===== config.mk =====
export PLATFORM = sky130hd
export DESIGN_NAME = ssrg_top
export DESIGN_NICKNAME = d
export VERILOG_FILES = /design/src/ssrg_pkg.sv /design/src/ssrg_top.sv
export SDC_FILE = /design/constraint.sdc
export NUM_CORES = 1
export LEC_CHECK = 0
export BUFFER_PORTS_ARGS = -buffer_cell sky130_fd_sc_hd__buf_2
export CAP_MARGIN = 20
export CORE_MARGIN = 2
export CORE_UTILIZATION = 55
export CTS_CLUSTER_SIZE = 20
export DETAILED_ROUTE_END_ITERATION = 7
export GPL_TIMING_DRIVEN = 0
export PLACE_DENSITY = 0.82
export SLEW_MARGIN = 20
export SYNTH_ARGS = -nofsm -noshare
export SYNTH_HDL_FRONTEND = slang
export SYNTH_SLANG_ARGS = --single-unit
export TNS_END_PERCENT = 30

===== constraint.sdc =====
create_clock -name pclk -period 3 [get_ports pclk]
set_input_delay 0.15 -clock pclk [delete_from_list [all_inputs] [get_ports pclk]]
set_output_delay 0.15 -clock pclk [all_outputs]
set_load 0.05 [all_outputs]

===== src/ssrg_pkg.sv =====
// Package for the supply supervisor and reset glue block.
// Assumes a 32-bit APB slave on pclk at 40 MHz.
package ssrg_pkg;

  // ==========================================================
  // Register offsets (byte addresses)
  localparam logic [7:0] SSRG_CTRL_OFF    = 8'h00;
  localparam logic [7:0] SSRG_STATUS_OFF  = 8'h04;
  localparam logic [7:0] SSRG_IRQ_OFF     = 8'h08;
  localparam logic [7:0] SSRG_MASK_OFF    = 8'h0c;
  localparam logic [7:0] SSRG_HOLD_OFF    = 8'h10;
  localparam logic [7:0] SSRG_THRESH_OFF  = 8'h14;

  // ==========================================================
  // Control fields
  localparam int SSRG_CTRL_POL_BIT     = 0;
  localparam int SSRG_CTRL_AUX_EN_BIT  = 1;
  localparam int SSRG_CTRL_AUX_DB_BIT  = 2;
  localparam int SSRG_CTRL_WIDTH       = 3;

  // Status fields
  localparam int SSRG_ST_SRC_MAIN_BIT  = 0;
  localparam int SSRG_ST_SRC_VBUS_BIT  = 1;
  localparam int SSRG_ST_DEADBAT_BIT   = 2;
  localparam int SSRG_ST_ACTIVE_BIT    = 3;
  localparam int SSRG_ST_UV_BIT        = 4;
  localparam int SSRG_ST_MRST_BIT      = 5;
  localparam int SSRG_ST_RSTOUT_BIT    = 6;
  localparam int SSRG_ST_AUXSW_BIT     = 7;

  // Interrupt event fields
  localparam int SSRG_EV_HARD_BIT      = 0;
  localparam int SSRG_EV_UV_BIT        = 1;
  localparam int SSRG_EV_MRST_BIT      = 2;
  localparam int SSRG_EV_SWOVER_BIT    = 3;
  localparam int SSRG_EV_WIDTH         = 4;

  // ==========================================================
  // Reset values and widths
  localparam int          SSRG_HOLD_W         = 16;
  localparam int          SSRG_THRESH_W       = 4;
  localparam logic [2:0]  SSRG_CTRL_RST       = 3'h0;
  localparam logic [15:0] SSRG_HOLD_RST       = 16'h0010;
  localparam logic [3:0]  SSRG_THRESH_RST     = 4'h8;
  localparam logic [3:0]  SSRG_MASK_RST       = 4'h0;
  localparam int          SSRG_HARD_CYC       = 4;
  localparam logic [2:0]  SSRG_HARD_CYC_W     = 3'(SSRG_HARD_CYC);

  // Source selection states
  typedef enum logic [2:0] {
    SSRG_SRC_NONE = 3'b001,
    SSRG_SRC_MAIN = 3'b010,
    SSRG_SRC_VBUS = 3'b100
  } ssrg_src_type;

endpackage


===== src/ssrg_top.sv =====
// Supply supervisor, supply source tracking and system reset glue.
// Assumes comparator and POR levels arrive asynchronously from analog.
// Contract
// - Reset output low while auxiliary output under-voltage is reported.
// - Manual reset input also asserts reset output, ORed with under-voltage.
// - Manual reset active-high after reset; control bit selects active-low.
// - Firmware enable conditions drive the auxiliary supply switch.
// - Main input chosen when both present; VBUS only if main absent.
// - VBUS to main switch-over happens without any reset.
// - Main loss below 2.85 V with both present forces hard reset.
// - Active circuitry held off until every supply POR reports good.
// - Dead-battery status set whenever main input is absent.
// - Programmable threshold setting for the auxiliary output supervisor.
`timescale 1ns/10ps
module ssrg_top
  import ssrg_pkg::*;
(
  // Clock and reset
  input  wire logic        pclk,
  input  wire logic        presetn,
  input  wire logic        clk_en,
  // APB slave
  input  wire logic        psel,
  input  wire logic        penable,
  input  wire logic        pwrite,
  input  wire logic [7:0]  paddr,
  input  wire logic [31:0] pwdata,
  output logic      [31:0] prdata,
  output logic             pready,
  output logic             pslverr,
  // Analog status levels
  input  wire logic        main_present,
  input  wire logic        vbus_present,
  input  wire logic        main_low,
  input  wire logic        aux_uv,
  input  wire logic [2:0]  por_good,
  input  wire logic        manual_reset_in,
  // Power and reset controls
  output logic             aux_supply_switch,
  output logic             input_path_switch,
  output logic             vbus_path_switch,
  output logic [3:0]       aux_uv_thresh,
  output logic             active_enable,
  output logic             hard_reset,
  output logic             sys_reset_out_n,
  output logic             irq
);

  // ==========================================================
  // Synchronizers
  localparam int NSYNC = 8;
  logic [NSYNC-1:0] async_in;
  logic [NSYNC-1:0] sync1_reg;
  logic [NSYNC-1:0] sync2_reg;
  assign async_in = {por_good, manual_reset_in, aux_uv, main_low, vbus_present, main_present};

  genvar gi;
  generate
    for (gi = 0; gi < NSYNC; gi++) begin : g_sync
      always_ff @(posedge pclk or negedge presetn) begin
        if (!presetn) begin
          sync1_reg[gi] <= 1'b0;
          sync2_reg[gi] <= 1'b0;
        end else if (clk_en) begin
          sync1_reg[gi] <= async_in[gi];
          sync2_reg[gi] <= sync1_reg[gi];
        end
      end
    end
  endgenerate

  logic       main_s;
  logic       vbus_s;
  logic       main_low_s;
  logic       uv_s;
  logic       mrst_raw_s;
  logic [2:0] por_s;
  assign main_s     = sync2_reg[0];
  assign vbus_s     = sync2_reg[1];
  assign main_low_s = sync2_reg[2];
  assign uv_s       = sync2_reg[3];
  assign mrst_raw_s = sync2_reg[4];
  assign por_s      = sync2_reg[7:5];

  // ==========================================================
  // Registers
  logic [SSRG_CTRL_WIDTH-1:0] ctrl_reg;
  logic [SSRG_HOLD_W-1:0]     hold_reg;
  logic [SSRG_THRESH_W-1:0]   thresh_reg;
  logic [SSRG_EV_WIDTH-1:0]   mask_reg;
  logic [SSRG_EV_WIDTH-1:0]   irq_st_reg;
  logic [SSRG_EV_WIDTH-1:0]   ev;
  logic                       wr;
  logic                       rd;
  assign wr = psel && penable && pwrite;
  assign rd = psel && !penable && !pwrite;

  always_ff @(posedge pclk or negedge presetn) begin
    if (!presetn) begin
      ctrl_reg   <= SSRG_CTRL_RST;
      hold_reg   <= SSRG_HOLD_RST;
      thresh_reg <= SSRG_THRESH_RST;
      mask_reg   <= SSRG_MASK_RST;
    end else if (clk_en && wr) begin
      case (paddr)
        SSRG_CTRL_OFF:   ctrl_reg   <= pwdata[SSRG_CTRL_WIDTH-1:0];
        SSRG_HOLD_OFF:   hold_reg   <= pwdata[SSRG_HOLD_W-1:0];
        SSRG_THRESH_OFF: thresh_reg <= pwdata[SSRG_THRESH_W-1:0];
        SSRG_MASK_OFF:   mask_reg   <= pwdata[SSRG_EV_WIDTH-1:0];
        default: ;
      endcase
    end
  end

  // ==========================================================
  // Source selection
  ssrg_src_type src_reg;
  ssrg_src_type src_next;
  always_comb begin
    case ({main_s, vbus_s})
      2'b10, 2'b11: src_next = SSRG_SRC_MAIN;
      2'b01:        src_next = SSRG_SRC_VBUS;
      default:      src_next = SSRG_SRC_NONE;
    endcase
  end

  // VBUS to main change raises only an event, never a reset
  always_ff @(posedge pclk or negedge presetn) begin
    if (!presetn) begin
      src_reg <= SSRG_SRC_NONE;
    end else if (clk_en) begin
      src_reg <= src_next;
    end
  end

  // ==========================================================
  // Hard reset on main loss with both present
  logic       hard_cond;
  logic [2:0] hard_cnt_reg;
  assign hard_cond = main_low_s && vbus_s && (src_reg == SSRG_SRC_MAIN);

  // Pulse stretched so the whole device sees it
  always_ff @(posedge pclk or negedge presetn) begin
    if (!presetn) begin
      hard_cnt_reg <= 3'h0;
      hard_reset   <= 1'b0;
    end else if (clk_en) begin
      if (hard_cond && hard_cnt_reg == 3'h0) begin
        hard_cnt_reg <= SSRG_HARD_CYC_W;
        hard_reset   <= 1'b1;
      end else if (hard_cnt_reg != 3'h0) begin
        hard_cnt_reg <= hard_cnt_reg - 3'h1;
        hard_reset   <= (hard_cnt_reg != 3'h1);
      end else begin
        hard_reset   <= 1'b0;
      end
    end
  end

  // ==========================================================
  // Reset output and hold counter
  logic                   mrst_act;
  logic                   rst_src;
  logic [SSRG_HOLD_W-1:0] hold_cnt_reg;
  assign mrst_act = mrst_raw_s ^ ctrl_reg[SSRG_CTRL_POL_BIT];
  assign rst_src  = uv_s || mrst_act || hard_reset;

  always_ff @(posedge pclk or negedge presetn) begin
    if (!presetn) begin
      hold_cnt_reg    <= SSRG_HOLD_RST;
      sys_reset_out_n <= 1'b0;
    end else if (clk_en) begin
      if (rst_src) begin
        hold_cnt_reg    <= hold_reg;
        sys_reset_out_n <= 1'b0;
      end else if (hold_cnt_reg != '0) begin
        hold_cnt_reg    <= hold_cnt_reg - 1'b1;
        sys_reset_out_n <= 1'b0;
      end else begin
        sys_reset_out_n <= 1'b1;
      end
    end
  end

  // ==========================================================
  // Power controls
  logic aux_en;
  assign aux_en = ctrl_reg[SSRG_CTRL_AUX_EN_BIT] && (src_reg == SSRG_SRC_MAIN
                  || ctrl_reg[SSRG_CTRL_AUX_DB_BIT]) && main_s && !hard_reset;

  always_ff @(posedge pclk or negedge presetn) begin
    if (!presetn) begin
      aux_supply_switch <= 1'b0;
    end else if (clk_en) begin
      aux_supply_switch <= aux_en;
    end
  end

  // Paths follow the raw choice so both paths switch on the same edge as src_reg
  always_ff @(posedge pclk or negedge presetn) begin
    if (!presetn) begin
      input_path_switch <= 1'b0;
      vbus_path_switch  <= 1'b0;
    end else if (clk_en) begin
      input_path_switch <= (src_next == SSRG_SRC_MAIN);
      vbus_path_switch  <= (src_next == SSRG_SRC_VBUS);
    end
  end

  always_ff @(posedge pclk or negedge presetn) begin
    if (!presetn) begin
      active_enable <= 1'b0;
    end else if (clk_en) begin
      active_enable <= &por_s && !hard_reset;
    end
  end

  always_ff @(posedge pclk or negedge presetn) begin
    if (!presetn) begin
      aux_uv_thresh <= SSRG_THRESH_RST;
    end else if (clk_en) begin
      aux_uv_thresh <= thresh_reg;
    end
  end

  // ==========================================================
  // Interrupts: set wins over write-one clear
  logic uv_d_reg;
  logic mrst_d_reg;
  always_ff @(posedge pclk or negedge presetn) begin
    if (!presetn) begin
      uv_d_reg   <= 1'b0;
      mrst_d_reg <= 1'b0;
    end else if (clk_en) begin
      uv_d_reg   <= uv_s;
      mrst_d_reg <= mrst_act;
    end
  end

  always_comb begin
    ev = '0;
    ev[SSRG_EV_HARD_BIT]   = hard_cond && hard_cnt_reg == 3'h0;
    ev[SSRG_EV_UV_BIT]     = uv_s && !uv_d_reg;
    ev[SSRG_EV_MRST_BIT]   = mrst_act && !mrst_d_reg;
    ev[SSRG_EV_SWOVER_BIT] = src_reg == SSRG_SRC_VBUS && src_next == SSRG_SRC_MAIN;
  end

  always_ff @(posedge pclk or negedge presetn) begin
    if (!presetn) begin
      irq_st_reg <= '0;
      irq        <= 1'b0;
    end else if (clk_en) begin
      if (wr && paddr == SSRG_IRQ_OFF) begin
        irq_st_reg <= (irq_st_reg & ~pwdata[SSRG_EV_WIDTH-1:0]) | ev;
      end else begin
        irq_st_reg <= irq_st_reg | ev;
      end
      irq <= |(irq_st_reg & mask_reg);
    end
  end

  // ==========================================================
  // APB read path, zero wait states
  logic [31:0] rdat;
  always_comb begin
    rdat = 32'h0;
    case (paddr)
      SSRG_CTRL_OFF:   rdat[SSRG_CTRL_WIDTH-1:0] = ctrl_reg;
      SSRG_STATUS_OFF: begin
        rdat[SSRG_ST_SRC_MAIN_BIT] = src_reg == SSRG_SRC_MAIN;
        rdat[SSRG_ST_SRC_VBUS_BIT] = src_reg == SSRG_SRC_VBUS;
        rdat[SSRG_ST_DEADBAT_BIT]  = !main_s;
        rdat[SSRG_ST_ACTIVE_BIT]   = active_enable;
        rdat[SSRG_ST_UV_BIT]       = uv_s;
        rdat[SSRG_ST_MRST_BIT]     = mrst_act;
        rdat[SSRG_ST_RSTOUT_BIT]   = sys_reset_out_n;
        rdat[SSRG_ST_AUXSW_BIT]    = aux_supply_switch;
      end
      SSRG_IRQ_OFF:    rdat[SSRG_EV_WIDTH-1:0] = irq_st_reg;
      SSRG_MASK_OFF:   rdat[SSRG_EV_WIDTH-1:0] = mask_reg;
      SSRG_HOLD_OFF:   rdat[SSRG_HOLD_W-1:0]   = hold_reg;
      SSRG_THRESH_OFF: rdat[SSRG_THRESH_W-1:0] = thresh_reg;
      default:         rdat = 32'h0;
    endcase
  end

  logic bad_addr;
  assign bad_addr = paddr > SSRG_THRESH_OFF || paddr[1:0] != 2'h0;

  always_ff @(posedge pclk or negedge presetn) begin
    if (!presetn) begin
      prdata  <= 32'h0;
      pready  <= 1'b0;
      pslverr <= 1'b0;
    end else if (clk_en) begin
      pready  <= psel && !penable;
      pslverr <= psel && !penable && bad_addr;
      if (rd) begin
        prdata <= rdat;
      end
    end
  end

endmodule


# Word-level counts from Yosys, hierarchy flattened
# Cells that the tools add are included.
totals:
  out_inout_bits: 45
  wordCells: 117
  reg_bits: 100
classes:
  add_sub_neg: 2
  n_mux: 14
  bitwise: 6
  eq_ne: 13
  n_reduce_logical: 44
  n_lt_le_gt_ge: 1
op_table:
  columns: ["cell", "n"]
  rows:
  - ["$mux 16", 2]
  - ["$pmux 3 s6", 1]
  - ["$logic_and 1x1->1", 17]
  - ["$eq 8x4->1 const B", 2]
  - ["$eq 8x5->1 const B", 2]
  - ["$reduce_bool 16->1", 1]
  - ["$sub 16x1->16 const B", 1]
  - ["$reduce_and 2->1", 7]
  - ["$and 4x4->4", 2]
  - ["$eq 8x3->1 const B", 1]
  - ["$gt 8x5->1 const B", 1]
  - ["$logic_not 8->1", 1]
  - ["$mux 8", 1]
  - ["$or 4x4->4", 2]
  - ["$pmux 4 s2", 1]
  - ["$eq 3x2->1 const B", 2]
  - ["$eq 3x3->1 const B", 2]
  - ["$logic_not 1->1", 6]
  - ["$mux 3", 2]
  - ["$pmux 3 s2", 1]
  - ["$reduce_bool 2->1", 3]
  - ["$pmux 1 s5", 1]
  - ["$eq 2x2->1 const B", 2]
  - ["$logic_or 1x1->1", 4]
  - ["12 further kinds", 15]

# Logic depth before layout (Yosys ltp)
logic_depth:
  depth_word: 7
  depth_mapped: 7
  mapped_depth_nobuf: 6

# Least setup slack after synthesis
# No wires, ideal clock.
synth_path:
  kind: "flip-flop to flip-flop"
  start: "register hold_cnt_reg[0]"
  end: "register hold_cnt_reg[1]"
  setup_slack_ps: 856
  arrival_time_ps: 2019
  path_stages_with_launch: 7
  setup_ps: 125
  cell_sequence: "dfrtp_1 -> inv_1 -> ha_1 -> or4b_4 -> or3_4 -> o21a_4 -> mux2_4"
synth_between:
  elab_chain_len: 3
  word_cells_on_any_way: 6
  cone_classes: "add/sub (1); mux (2); reduce/logical (3)"
synth_lines:
  columns: ["element", "line_no", "source"]
  rows:
  - ["from (decl)", "ssrg_top.sv:164", "logic [SSRG_HOLD_W-1:0] hold_cnt_reg;"]
  - ["from (signal assigned)", "ssrg_top.sv:174", "hold_cnt_reg <= hold_reg;"]
  - ["from (signal assigned)", "ssrg_top.sv:177", "hold_cnt_reg <= hold_cnt_reg - 1'b1;"]
  - ["$sub 16x1->16 / $reduce_bool 16->1 (equally long branches)", "ssrg_top.sv:177, ssrg_top.sv:176", null]
  - ["$mux 16 / $reduce_bool 2->1 (equally long branches)", null, null]
  - ["$mux 16 / $reduce_and 2->1 (equally long branches)", null, null]
# Parallel ways exist; a longest one is shown, timed or not. The select of a mux whose other input is x is not followed.
# A chain may end at the register's enable or synchronous reset.

# Worst setup path in the final report
layout_path:
  start: "register hold_cnt_reg[0]"
  end: "register hold_cnt_reg[14]"
# The elaborated chain is that of the path after synthesis.

==> summary.md <==
| Metric | Value |
|---|---|
| Hold Path Class | `input pin to flip-flop` |
| Total global-route track usage | `25.8%` |
| Switching share of power | `36.0%` |
| Vias per cell | `6.08` |
| Area delta synth->final | `18.1%` |
| # setup viols final | `0` |
| Yosys reg bits | `99` |
| Grt ovf | `0` |
| Share of cells above drive strength 1 | `33.8%` |
| Worst slew pin tran | `approximately 1100 ps` |
| Number of synthesized flops with an enable pin | `0` |
| Clk_skew | `11.8 ps` |
| Pwr Density | `629 mW/mm^2` |
| Initial Util | `between 50 and 60%` |
| Switching power total | `around 0.0013 W` |
| Crit-path max FO | `10` |
| Synth Instances | `414` |
| Top cell type by total area after synthesis | `dfrtp_1` |
| Maximum capacitance violations | `0` |
| Met2 Wirelength | `6000 um` |
| Reg2reg path depth | `7` |
| Commonest cells after routing, fill and taps aside | `dfrtp_1, buf_2, mux2_2` |
| Total clock sinks | `between 90 and 100` |
| Async set-reset flop share out of synthesis | `100%` |
| WS Path Type | `flip-flop to flip-flop` |
| Post-synth top flop | `dfrtp_1` |
| Area contributors post-synth | `dfrtp_1, mux2_2, dfstp_2, buf_4, nor2_1` |
| Total Wirelength | `12000 um` |
| Worst Path Arrival | `2590 ps` |
| Final Net Count | `between 500 and 600` |
| Peak supply drop | `0.402 mV` |
| DP Cell Count | `around 600` |
| Hold depth | `2` |
| Min cycle time layout | `~2300 ps` |
| # DRC | `0` |
| Pre-antenna DRT Iters | `5` |
| Unrepaired setup endpoints after global routing | `false` |
| TritonCTS clock tree | `yes` |
| Layout Cells excl Fill | `roughly 630` |
| Comb power frac | `between 20% and 30%` |
| Fmax | `0.427 GHz` |
| Yosys cell types | `60` |
| Avg WL per Cell | `19.1 um` |
| Final worst-path setup slack | `659 ps` |
| Commonest non-fill, non-tap cell in the layout | `dfrtp_1` |
| Final core occ | `66.1%` |
| Worst slew margin relative to its limit | `between 20% and 30%` |
| Wire length on met3 | `between 800 and 900 um` |
| Static Leak | `2.71 nW` |
| Netlist area before placement | `0.00481 mm^2` |
| Diodes inserted | `0` |
| Sequential share of power | `44.7%` |
| Die width | `97.5 um` |
| Clk_lat worst skew | `380 ps` |
| CP startpoint kind | `flip-flop` |
| TritonCTS Buffers | `9` |
| Gpl congestion | `~0.95` |
| Outcome | `completed` |
| Synth top area share | `48.9%` |
| CTS resizes | `0` |
| Clock Path Buffers | `2` |
| DR top layer | `met4` |
| Root buf cell | `clkbuf_8` |
| Largest net degree at the start of global routing | `74` |
| Die height | `97.5 um` |
| Clock power share | `26.3%` |
| Rows | `34` |
| Initial antenna violation count | `0` |
| H-tree levels | `3` |
| Final-report hold violation count | `0` |
| Worst-path clk slew | `100 ps` |
| Slew Viols, Final | `0` |
| Int Power | `0.00229 W` |
| Hold Slack | `about 7.7 ps` |
| Vias in the first global route | `3786` |
| Wire length of the first global-routing pass | `19200 um` |
| # IOs | `between 90 and 100` |
| CP Capture Type | `flip-flop` |
| Synth Area per Inst | `11.6 um^2` |
| Post-route ant nets | `0` |
| Fin crit share | `78.0%` |
| Seq/Total Area, Yosys | `51.7%` |
| IO buf count | `64` |
| Critical Path RT | `3250 ps` |
| Via count | `3823` |
| Core area | `about 0.0086 mm^2` |
| Setup TNS | `0 ps` |
| Post-CTS Setup Bufs | `0` |
| Full die area | `around 0.0095 mm^2` |
| Detail Placement HPWL | `about 8400 um` |
| Yosys warning count | `0` |
| Post-Place Worst Slack | `689 ps` |
| Detailed Route Iter0 Violations | `300` |
| M1 WL | `4730 um` |
per-stage QoR:
step                area (um^2)  power [W]
floorplan                  4860    0.00235
global placement           5320    0.00259
detailed placement         5350    0.00263
CTS                        5680    0.00357
global route               5680    0.00375
finish                     5680    0.00357
cells in the mapped netlist, types with 8 or more instances:
| cell | count |
|---|---|
| o21ai_0 | 19 |
| dfrtp_1 | 94 |
| nor4_1 | 8 |
| nand2_1 | 10 |
| nor2_1 | 28 |
| nor3_1 | 9 |
| clkbuf_1 | 16 |
| inv_1 | 17 |
| a22oi_1 | 8 |
| mux2_2 | 53 |
| a21oi_1 | 9 |
| buf_4 | 16 |
| nand4_1 | 8 |
| o221ai_1 | 9 |
| a22o_1 | 10 |
| o2bb2ai_1 | 9 |
critical path: stages (launching register included):
cell     delay, ps
dfrtp_1        400
inv_1          100
ha_1           200
or4b_4         520
or3_4          430
buf_6          160
o21ai_4        270
o21ai_0        150
path summary, 6_finish.rpt:
path | end | slack [ps] | start
setup / recovery | hold_cnt_reg[14]$_DFFE_PN0P_ | 660 | hold_cnt_reg[0]$_DFFE_PN0P_
hold / removal | hold_reg[14]$_DFFE_PN0P_ | 8 | pwdata[14]
setup reg to reg | hold_cnt_reg[14]$_DFFE_PN0P_ | 660 | hold_cnt_reg[0]$_DFFE_PN0P_
hold reg to reg | hold_cnt_reg[9]$_DFFE_PN0P_ | 510 | hold_cnt_reg[9]$_DFFE_PN0P_
max in group asynchronous | src_reg[0]$_DFFE_PN1P_ | 2130 | presetn
min in group asynchronous | sync1_reg[7]$_DFFE_PN0P_ | 200 | presetn
what timing repair did:
| item | in CTS | in global routing |
|---|---|---|
| setup endpoints to repair | 0 | 0 |
| endpoints found under the hold margin | 74 | 0 |
| hold buffers | 11 | 0 |
layer usage:
metal / vias up / track usage, %
met5: - / 0
met2: 201 / 42.9
met1: 1873 / 32.8
li1: 1713 / -
met4: 0 / 9.72
met3: 36 / 6.12
power by group through the flow:
stage / clock [W] / combinational [W] / sequential [W]
after global placement: 0 / 0.000975 / 0.00161
after global routing: 0.00100 / 0.00113 / 0.00162
final: 0.000940 / 0.00104 / 0.00160
after floorplan: 0 / 0.000672 / 0.00167
after detailed placement: 0 / 0.00101 / 0.00162
after CTS: 0.000954 / 0.00102 / 0.00159
cells by family after synthesis:
kind of cell    Yosys count  share of synthesized area, %
flops                    99                          51.7
xor+xnor                  2                         0.364
fa+ha+maj                 4                          1.04
other cells               1                        0.0780
mux                      59                          14.5
compound gates           93                          14.9
simple gates            100                          11.6
buf+inv                  56                          5.83
final cells by class:
class,instances,area (um^2)
Tap cell,108,135
Clock inverter,6,77.6
Fill cell,686,2910
Timing Repair Buffer,76,464
Sequential cell,99,2480
Inverter,17,63.8
Clock buffer,10,138
Multi-Input combinational cell,274,2100
Buffer,39,216
(Power assumes the default switching activity.)
